<file path="src/pkg/gpg_pkg.sv">
package gpg_pkg;

  // ****************************************
  // Grant type status encodings
  // ****************************************
  localparam logic [2:0] GPG_ST_LP_READ = 3'h0;
  localparam logic [2:0] GPG_ST_HP_READ = 3'h1;
  localparam logic [2:0] GPG_ST_LP_WRITE = 3'h2;
  localparam logic [2:0] GPG_ST_HP_WRITE = 3'h3;
  localparam logic [2:0] GPG_ST_ACCESS = 3'h6;
  localparam logic [2:0] GPG_ST_IDLE = 3'h7;

  // ****************************************
  // Counts and reset values
  // ****************************************
  localparam int GPG_WR_LIMIT_UNLATCHED = 3;
  localparam int GPG_WR_LIMIT_LATCHED = 4;
  localparam int GPG_CNT_W = 3;
  localparam int GPG_LEN_W = 4;
  localparam logic [GPG_CNT_W-1:0] GPG_CNT_RESET = 3'h0;
  localparam logic [GPG_LEN_W-1:0] GPG_LEN_ZERO = 4'h0;
  localparam logic [GPG_LEN_W-1:0] GPG_LEN_ONE = 4'h1;
  localparam logic [GPG_LEN_W-1:0] GPG_TURN_CLKS = 4'h1;

  // ****************************************
  // Data bus phase
  // ****************************************
  typedef enum logic [1:0] {
    GPG_BUS_IDLE,
    GPG_BUS_TURN,
    GPG_BUS_READ
  } gpg_bus_t;

endpackage : gpg_pkg

</file>
<file path="src/design/gpg_wr_counter.sv">
`timescale 1ns/10ps

module gpg_wr_counter import gpg_pkg::*; #(
  parameter int CNT_W = GPG_CNT_W
) (
  input wire logic i_core_clk,
  input wire logic i_rst_n,
  input wire logic i_inc,
  input wire logic i_dec,
  output logic [CNT_W-1:0] o_count
);

  // ****************************************
  // Outstanding write grant count
  // ****************************************
  wire logic [CNT_W-1:0] next_count;

  // Grant and data on one edge cancel, so the count holds
  assign next_count = (i_inc && !i_dec) ? o_count + CNT_W'(1) :
                      (!i_inc && i_dec && o_count != '0) ? o_count - CNT_W'(1) : o_count;

  always_ff @(posedge i_core_clk) begin
    if (!i_rst_n) begin
      o_count <= CNT_W'(GPG_CNT_RESET);
    end else begin
      o_count <= next_count;
    end
  end
endmodule : gpg_wr_counter

</file>
<file path="src/design/gpg_grant_pipeliner.sv">
`timescale 1ns/10ps

// Contract
// - With unlatched data-ready, at most three write grants outstanding.
// - Decrementing from latched data-ready raises the write grant limit to four.
// - Write grant and sampled write data on one edge leave count unchanged with unlatched data-ready; latched data-ready decrements one clock later.
// - At the write limit, no grant of any type is asserted.
// - Only write-data grants raise the write count; read grants do not.
// - Below the limit, grants may be asserted on every clock back to back.
// - After a read grant, next grant waits for that read's last data phase.
// - Target inserts one idle turnaround clock between write and following read; here only for write data sampled on the read grant edge or one before.
// - No low-priority read grant while read buffer full is asserted.
// - Sampling buffer full drops grant at once; resumes after sampling it clear.
// - Buffer full blocks only low-priority reads; other grants still flow.
// - Each grant drives grant type status identifying the transaction type.
// - No parity or bus error generation, detection or reporting on this port.
// - Count rises on write grant, falls on sampled write data-ready.
module gpg_grant_pipeliner import gpg_pkg::*; #(
  parameter bit LATCHED_IRDY = 1'b0,
  parameter int LEN_W = GPG_LEN_W
) (
  input wire logic i_core_clk,
  input wire logic i_rst_n,
  input wire logic i_req_valid,
  input wire logic [2:0] i_req_type,
  input wire logic [LEN_W-1:0] i_req_len,
  input wire logic i_irdy_n,
  input wire logic i_read_buffer_full_n,
  output logic o_req_taken,
  output logic o_gnt_n,
  output logic [2:0] o_grant_type_status,
  output logic o_read_data_phase,
  output logic o_turnaround,
  output logic [GPG_CNT_W-1:0] o_wr_count
);

  // ****************************************
  // Request decode
  // ****************************************
  wire logic req_is_write;
  wire logic req_is_read;
  wire logic req_is_lp_read;
  wire logic [GPG_CNT_W-1:0] wr_limit;
  wire logic wr_full;
  wire logic rd_spacing_ok;
  wire logic rbf_block;
  wire logic grant_now;
  wire logic wr_data_seen;
  wire logic wr_dec;
  wire logic [GPG_CNT_W-1:0] wr_count;

  logic irdy_seen_q;
  logic irdy_prev;
  logic [LEN_W-1:0] rd_left;
  logic [LEN_W-1:0] rd_pending;
  logic [LEN_W-1:0] next_rd_left;
  logic pend_valid;
  logic pend_turn;
  gpg_bus_t bus_state;
  gpg_bus_t next_bus_state;

  // No parity is generated or checked on this port
  assign req_is_write = (i_req_type == GPG_ST_LP_WRITE) || (i_req_type == GPG_ST_HP_WRITE);
  assign req_is_read = (i_req_type == GPG_ST_LP_READ) || (i_req_type == GPG_ST_HP_READ);
  assign req_is_lp_read = (i_req_type == GPG_ST_LP_READ);

  // A latched decrement lags one clock, so the limit goes up by one
  assign wr_limit = LATCHED_IRDY ? GPG_CNT_W'(GPG_WR_LIMIT_LATCHED) :
                                   GPG_CNT_W'(GPG_WR_LIMIT_UNLATCHED);
  assign wr_full = (wr_count >= wr_limit);

  // Next grant is sampled on the last data phase of the running read
  // Looking one clock ahead lets single-phase reads chain on every clock
  assign rd_spacing_ok = (next_bus_state == GPG_BUS_IDLE) ||
                         ((next_bus_state == GPG_BUS_READ) && (next_rd_left <= GPG_LEN_ONE));

  // Buffer full only stalls low priority reads
  assign rbf_block = req_is_lp_read && !i_read_buffer_full_n;

  // Below the limit, only read data spacing and buffer full on low priority reads delay a grant
  assign grant_now = i_req_valid && !wr_full && rd_spacing_ok && !rbf_block;

  // ****************************************
  // Write grant tracking
  // ****************************************
  assign wr_data_seen = !i_irdy_n && !o_read_data_phase;
  assign wr_dec = LATCHED_IRDY ? irdy_seen_q : wr_data_seen;

  gpg_wr_counter #(
    .CNT_W(GPG_CNT_W)
  ) u_wr_counter (
    .i_core_clk(i_core_clk),
    .i_rst_n(i_rst_n),
    .i_inc(grant_now && req_is_write),
    .i_dec(wr_dec),
    .o_count(wr_count)
  );

  // ****************************************
  // Grant outputs
  // ****************************************
  always_ff @(posedge i_core_clk) begin
    if (!i_rst_n) begin
      o_gnt_n <= 1'b1;
      o_grant_type_status <= GPG_ST_IDLE;
      o_req_taken <= 1'b0;
      o_wr_count <= GPG_CNT_RESET;
      irdy_seen_q <= 1'b0;
      irdy_prev <= 1'b0;
    end else begin
      o_gnt_n <= !grant_now;
      o_grant_type_status <= grant_now ? i_req_type : GPG_ST_IDLE;
      o_req_taken <= grant_now;
      o_wr_count <= wr_count;
      irdy_seen_q <= wr_data_seen;
      irdy_prev <= !i_irdy_n;
    end
  end

  // ****************************************
  // Read data phase and turnaround
  // ****************************************
  // Read data starts the clock after the grant; a write just before costs one idle
  always_comb begin
    next_bus_state = bus_state;
    next_rd_left = rd_left;
    unique case (bus_state)
      GPG_BUS_IDLE: begin
        if (pend_valid && pend_turn) begin
          next_bus_state = GPG_BUS_TURN;
        end else if (pend_valid) begin
          next_bus_state = GPG_BUS_READ;
          next_rd_left = rd_pending;
        end
      end
      GPG_BUS_TURN: begin
        next_bus_state = GPG_BUS_READ;
        next_rd_left = rd_pending;
      end
      GPG_BUS_READ: begin
        if (rd_left > GPG_LEN_ONE) begin
          next_rd_left = rd_left - GPG_LEN_ONE;
        end else if (pend_valid && pend_turn) begin
          next_bus_state = GPG_BUS_TURN;
          next_rd_left = GPG_LEN_ZERO;
        end else if (pend_valid) begin
          next_rd_left = rd_pending;
        end else begin
          next_bus_state = GPG_BUS_IDLE;
          next_rd_left = GPG_LEN_ZERO;
        end
      end
    endcase
  end

  always_ff @(posedge i_core_clk) begin
    if (!i_rst_n) begin
      bus_state <= GPG_BUS_IDLE;
      rd_left <= GPG_LEN_ZERO;
      rd_pending <= GPG_LEN_ZERO;
      pend_valid <= 1'b0;
      pend_turn <= 1'b0;
      o_read_data_phase <= 1'b0;
      o_turnaround <= 1'b0;
    end else begin
      bus_state <= next_bus_state;
      rd_left <= next_rd_left;
      if (grant_now && req_is_read) begin
        pend_valid <= 1'b1;
        rd_pending <= (i_req_len == GPG_LEN_ZERO) ? GPG_LEN_ONE : i_req_len;
        pend_turn <= irdy_prev || !i_irdy_n;
      end else if (next_bus_state == GPG_BUS_READ && bus_state != GPG_BUS_READ) begin
        pend_valid <= 1'b0;
      end else if (bus_state == GPG_BUS_READ && rd_left <= GPG_LEN_ONE && pend_valid
                   && !pend_turn) begin
        pend_valid <= 1'b0;
      end
      o_read_data_phase <= (next_bus_state == GPG_BUS_READ);
      o_turnaround <= (next_bus_state == GPG_BUS_TURN);
    end
  end
endmodule : gpg_grant_pipeliner

</file>
<file path="config.mk">
export PLATFORM = sky130hd
export DESIGN_NAME = gpg_grant_pipeliner
export DESIGN_NICKNAME = d
export VERILOG_FILES = /design/src/pkg/gpg_pkg.sv /design/src/design/gpg_wr_counter.sv /design/src/design/gpg_grant_pipeliner.sv
export SDC_FILE = /design/constraint.sdc
export NUM_CORES = 1
export LEC_CHECK = 0
export BUFFER_PORTS_ARGS = -buffer_cell sky130_fd_sc_hd__buf_2
export CAP_MARGIN = 20
export CORE_UTILIZATION = 59
export DETAILED_ROUTE_END_ITERATION = 10
export GPL_TIMING_DRIVEN = 0
export MAX_ROUTING_LAYER = met4
export PLACE_DENSITY = 0.79
export SYNTH_ARGS = -nofsm -noshare
export SYNTH_HDL_FRONTEND = slang
export SYNTH_HIERARCHICAL = 1
export SYNTH_SLANG_ARGS = --single-unit
</file>
<file path="constraint.sdc">
create_clock -name i_core_clk -period 5.4 [get_ports i_core_clk]
set_clock_uncertainty 0.1 [all_clocks]
set_input_delay 0.27 -clock i_core_clk [delete_from_list [all_inputs] [get_ports i_core_clk]]
set_output_delay 0.27 -clock i_core_clk [all_outputs]
set_load 0.02 [all_outputs]
</file>
==> results of run 1 <==
==> synth_stat cells (all sizes together), types with 3 or more instances <==
cell and n:
o21ai 7, clkbuf 3, buf 3, dfxtp 26, inv 11, nand2 20
a21oi 5, nor3 7, and2 4, nor2 14, a21o 3, or3 4
nor2b 3, ha 4, mux2i 8
==> path summary, 6_finish.rpt <==
kind                 start                      end  slack (ns)  cells after the start
max           bus_state[0]  u_wr_counter/o_count[2]        1.54                     14
min               i_irdy_n                irdy_prev        0.03                      2
max reg2reg   bus_state[0]  u_wr_counter/o_count[2]        1.54                     14
min reg2reg  rd_pending[1]            rd_pending[1]        0.40                      2
==> logic make-up after synthesis <==
kind of cell	count (synthesis)
AOI/OAI and AO/OA	34
DFF	26
xor gates and xnor gates	1
adders and majority gates	5
muxes	8
and+or+nand+nor	67
buffers and inverters	17
==> per-layer routing <==
layer  part of all wire, %  GRT usage, %
met5                     0             -
met4                  0.82          8.33
met3                   3.0          3.94
met2                    53          45.8
met1                    43          27.4
==> where the power goes <==
part / total [uW] / internal, uW / switching, uW / leakage (uW)
clock network: 97.1 / 41.2 / 55.9 / 0.0000210
registers: 242 / 216 / 25.9 / 0.000212
logic: 201 / 86.9 / 114 / 0.000432
==> flip-flops by register name (all words and copies together), names as in the netlist <==
name and flops:
o_read_data_phase 1, o_wr_count 3, pend_valid 1, bus_state 2, o_gnt_n 1, o_grant_type_status 3
rd_left 4, u_wr_counter/o_count 3, rd_pending 4, o_turnaround 1, o_req_taken 1, pend_turn 1
irdy_prev 1
==> per-stage QoR <==
stage	cells	hold WS, ns	setup slack, ns
2_1_floorplan	158	0.242	1.96
4_1_cts	211	0.0122	1.57
3_3_place_gp	207	0.366	1.64
6_report	211	0.0255	1.54
3_5_place_dp	207	0.365	1.58
5_1_grt	211	0.0167	1.28
==> layout make-up <==
| type | count | area, um^2 |
|---|---|---|
| multi-input cells | 115 | 792 |
| plain buffers | 6 | 41.3 |
| repair buffers | 21 | 105 |
| clock buffers | 4 | 36.3 |
| well taps | 28 | 35.0 |
| fillers | 171 | 641 |
| inverters | 11 | 41.3 |
| flip-flops and latches | 26 | 520 |
==> results.yml, run 1 <==
synthesis:
  yosys.area_share.simple_pct: 26.8
  synth-compound-area-share_pct: 18.6
  synth_edf_count: 0
  synth_area_leaders: "dfxtp_1, mux2i_1, nand2_1"
  synth_warnings: 6
  synth_mux_area_share_pct: 5.74
  synthCells: 158
  synth_fa_ha_area_share_pct: 5.02
  yosys.area.top_type: "dfxtp_1"
  avgSynthCellArea_um2: 8.83
  ys.flop_type: "dfxtp_1"
  synth_fp_nets: 175
  synth-xor-area-share_pct: 0.628
  syn-cell-area_mm2: 0.00140
  yosysTopAreaCellShare_pct: 37.3
  async_flop_share_pct: 0
  synth_top_family_by_area: "simple AND/OR/NAND/NOR gates"
  synth.yosys.seq_area_share_pct: 37.3
  yosysUniqueCellTypes: 45
  ys_ff_latch: 26
clock_tree:
  cts_max_level: 1
  clk-insertion-delay-late_ns: 0.32
  cts_hold_buf: 0
  cts_buffer_depth: 2
  cts_buffers: 3
  cts_tree: "yes"
  cts.sinks: 26
  path_clk_slew_ns: 0.14
  cts_setup_buffers: 0
  cts.repair.resized: 0
  clockRootBuffer: "clkbuf_4"
layout:
  num_antenna_cells: 0
  utilization_pct: 71.0
  final_cell_mix: "dfxtp_1, buf_2, nand2_1, nor2_1, inv_1"
  finalNetCount: 201
  area_growth_pct: 12.6
  final_design_area_no_fill_mm2: 0.00157
  drive_gt1_share_pct: 18.0
  layout_commonest_cell: "dfxtp_1"
timing:
  setup_viol: 0
  fin_tns_setup_ns: 0
  post-route-min-period_ns: 3.86
  clock.fmax_ghz: 0.259
  relSlewSlack_pct: 55.7
  rsz0062_at_grt: "no"
  worst_pin_slew_ns: 0.659
  maxSlewViolCount: 0
  hold_viol: 0
  period_share_pct: 71.5
die:
  die_h_um: 50.6
  die_area_mm2: 0.00256
  initial_core_util_pct: 63.1
  die_w_um: 50.6
  core_area_mm2: 0.00221
  io_pins: 22
  num_rows: 17
routing:
  postRouteAntennaNets: 0
  viasPerCell: 5.70
  num_vias: 1203
  drc: 0
  first_iter_violations: 19
  drt_wl_total_um: 2820
  wl_per_cell_um: 13.3
  dr.pass1.iters: 4
power:
  leakage_uw: 0.000665
  powerDensity_mw_per_mm2: 343
  ir_worst_vdd_v: 0.000219
  power_uw: 540
placed_design:
  dpl_cell_area_mm2: 0.00154
  io_buffers: 21
  dp.final_hpwl_um: 2230
  place.gp.congestion: 0.874
critical_path:
  cp_top_family: "simple AND/OR/NAND/NOR gates"
  critPathMaxFanout: 10
  worstSetupEndpointType: "flop"
  cp-start-kind: "flop"
  cpMostUsedCell: "inv_1"
  worstPathRequired_ns: 5.52
  path_buf_inv: 3
  max_stage_delay_ns: 0.42
  path_class: "reg2reg"
  path_cells: "inv_1 -> ha_1 -> clkbuf_1 -> inv_1 -> nor2_1 -> o21ai_0 -> o31ai_1 -> a31oi_1 -> and4bb_2 -> nand2b_1 -> fa_1 -> or3b_1 -> and3_1 -> o31a_1"
  cp.arrival_ns: 3.99
  worst_path_max_delay_cell: "dfxtp_1"
worst_hold_path:
  min_path_type: "in2reg"
run:
  maxCapViolations: 0
global_route:
  grt_max_degree: 15
  grt_use_total_pct: 25.1
  antenna_found_initial: 0
  grt_overflow: 0
  grt_pass1_wl_um: 4710
  grt_pass1_vias: 1088
run_status:
  status: "completed"
No activity file was read; power rests on OpenSTA's default activity.
==> inputs of run 2 (changes only) <==
--- a/config.mk
+++ b/config.mk
@@ -7,11 +7,12 @@
 export LEC_CHECK = 0
 export BUFFER_PORTS_ARGS = -buffer_cell sky130_fd_sc_hd__buf_2
 export CAP_MARGIN = 20
-export CORE_UTILIZATION = 59
+export CORE_ASPECT_RATIO = 2
+export CORE_UTILIZATION = 50
 export DETAILED_ROUTE_END_ITERATION = 10
 export GPL_TIMING_DRIVEN = 0
 export MAX_ROUTING_LAYER = met4
-export PLACE_DENSITY = 0.79
+export PLACE_DENSITY = 0.71
 export SYNTH_ARGS = -nofsm -noshare
 export SYNTH_HDL_FRONTEND = slang
 export SYNTH_HIERARCHICAL = 1
==> constraint.sdc (replaced) <==
create_clock -name i_core_clk -period 3.24 [get_ports i_core_clk]
set_clock_uncertainty 0.1 [all_clocks]
set_input_delay 0.162 -clock i_core_clk [delete_from_list [all_inputs] [get_ports i_core_clk]]
set_output_delay 0.162 -clock i_core_clk [all_outputs]
set_load 0.02 [all_outputs]
==> results.yml, run 2 (synthesized netlist as in run 1, its figures left out) <==
run_status:
  status: "complete, but fails checks"
  violations: "setup timing"
timing:
  maxSlewViolCount: 0
  relSlewSlack_pct: 71.8
  rsz0062_at_grt: "yes"
  period_share_pct: 105
  fin_ws_ns: -0.147
  hold_viol: 0
  clock.fmax_ghz: 0.295
  post-route-min-period_ns: 3.39
  worst_pin_slew_ns: 0.423
  setup_viol: 10
  hold_slack_ns: 0.0283
layout:
  finalNetCount: 220
  layout_commonest_cell: "dfxtp_1"
  drive_gt1_share_pct: 34.2
  area_growth_pct: 34.0
  num_antenna_cells: 0
  final_cell_mix: "dfxtp_1, buf_2, nand2_1, nor2_1, buf_4"
  largestRegisters: "rd_left x4, rd_pending x4"
clock_tree:
  clockRootBuffer: "clkbuf_8"
  cts.sinks: 26
  path_clk_slew_ns: 0.08
  clk-insertion-delay-late_ns: 0.27
  cts_max_level: 1
  cts_buffer_depth: 2
  cts_tree: "yes"
  cts_buffers: 3
global_route:
  grt_pass1_vias: 1285
  grt_use_total_pct: 26.3
  grt_pass1_wl_um: 5570
  grt_max_degree: 15
  grt_overflow: 0
  antenna_found_initial: 0
routing:
  first_iter_violations: 37
  postRouteAntennaNets: 0
  drc: 0
  drt_wl_total_um: 3580
  num_vias: 1347
  dr.pass1.iters: 4
  wl_per_cell_um: 15.6
  viasPerCell: 5.86
die:
  core_area_mm2: 0.00260
  num_rows: 26
  initial_core_util_pct: 53.6
  die_h_um: 76.7
  io_pins: 22
  die_area_mm2: 0.00302
  die_w_um: 39.4
critical_path:
  worst_path_max_delay_cell: "or3b_4"
  cp.arrival_ns: 3.45
  r2r_slack_ns: -0.15
  path_cells: "inv_4 -> ha_4 -> nor2_4 -> or3_4 -> mux2i_1 -> a222oi_1 -> a31oi_1 -> and4bb_4 -> nand2b_4 -> fa_2 -> or3b_4 -> and3_4 -> o31a_1"
  crit_end: "u_wr_counter/o_count[2]"
  cp_top_family: "simple AND/OR/NAND/NOR gates"
  cp-start-kind: "flop"
  worstPathRequired_ns: 3.31
  path_class: "reg2reg"
  path_buf_inv: 1
  cp_num_cells: 13
  r2r-start: "rd_left[1]"
  critPathMaxFanout: 4
  max_stage_delay_ns: 0.38
  worstSetupEndpointType: "flop"
  crit_start: "rd_left[1]"
  timing.rr.end: "u_wr_counter/o_count[2]"
  worstRegToRegCells: 13
power:
  powerDensity_mw_per_mm2: 607
  p_comb_share_pct: 45.7
  internal_power_uw: 742
  p_switching_uw: 393
  leakage_uw: 0.000795
  p_seq_share_pct: 36.2
  clock_power_share_pct: 18.1
  ir_worst_vdd_v: 0.000342
  swShare_pct: 34.6
placed_design:
  place.gp.congestion: 0.776
  io_buffers: 21
  dpl_worst_slack_ns: -0.360
  dp.final_hpwl_um: 2590
run:
  maxCapViolations: 0
worst_hold_path:
  min_path_type: "in2reg"
[run 2: cell count changes in the layout (fill, tap and decap cells not counted), moves of 2 or more]
cell      previous run  this run
buf_4                1        12
buf_6                2         9
clkbuf_4             3         0
clkbuf_8             1         4
dfxtp_1             26        22
dfxtp_2              0         2
dfxtp_4              0         2
ha_1                 4         1
ha_4                 0         3
inv_1               11         8
inv_4                0         3
[run 2: per-layer routing]
layer	GRT usage (%)	wire (um)	vias to the layer above
met2	50.2	2150	35
met4	11.7	116	0
li1	-	-	649
met1	23.4	1230	652
met5	-	0	-
met3	1.73	81	11
[run 2: layout make-up]
cell class / instances / area [um^2]
fillers: 218 / 733
inverters: 11 / 48.8
clock buffers: 4 / 55.1
plain buffers: 6 / 52.6
repair buffers: 40 / 277
multi-input cells: 115 / 871
flip-flops and latches: 26 / 531
well taps: 28 / 35.0
[run 2: worst min path at each step]
stage                        from  cells after the start                     end
floorplan                i_irdy_n                      1               irdy_prev
global placement         i_irdy_n                      2               irdy_prev
detailed placement       i_irdy_n                      2               irdy_prev
CTS                 i_req_type[0]                      2  o_grant_type_status[0]
global route        i_req_type[0]                      2  o_grant_type_status[0]
finish              i_req_type[0]                      2  o_grant_type_status[0]
[run 2: power by group through the flow]
stage,registers [uW],logic (uW),clock network (uW)
after global routing,416,552,223
after detailed placement,416,387,0
after CTS,408,470,210
after floorplan,426,277,0
after global placement,414,374,0
final,411,518,206
[run 2: what timing repair did]
| action | 4_1_cts | 5_1_grt |
|---|---|---|
| setup buffers | 13 | 5 |
| pin swaps | 9 | 7 |
| hold endpoints to repair | 1 | 0 |
| gates resized for setup | 9 | 11 |
| endpoints found under the setup margin | 1 | 11 |
| hold buffers | 1 | 0 |
[run 2: through the flow]
| step | util, % | power [uW] | setup TNS, ns | instance area, um^2 | std cells |
|---|---|---|---|---|---|
| 2_1_floorplan | - | 703 | -0.0836 | 1470 | 158 |
| 6_report | 71.8 | 1130 | -1.21 | 1870 | 230 |
| 4_1_cts | 69.2 | 1090 | -0.272 | 1800 | 225 |
| 3_3_place_gp | 61.7 | 788 | -0.290 | 1610 | 207 |
| 3_5_place_dp | 61.7 | 803 | -0.360 | 1610 | 207 |
| 5_1_grt | 71.8 | 1190 | -2.55 | 1870 | 230 |
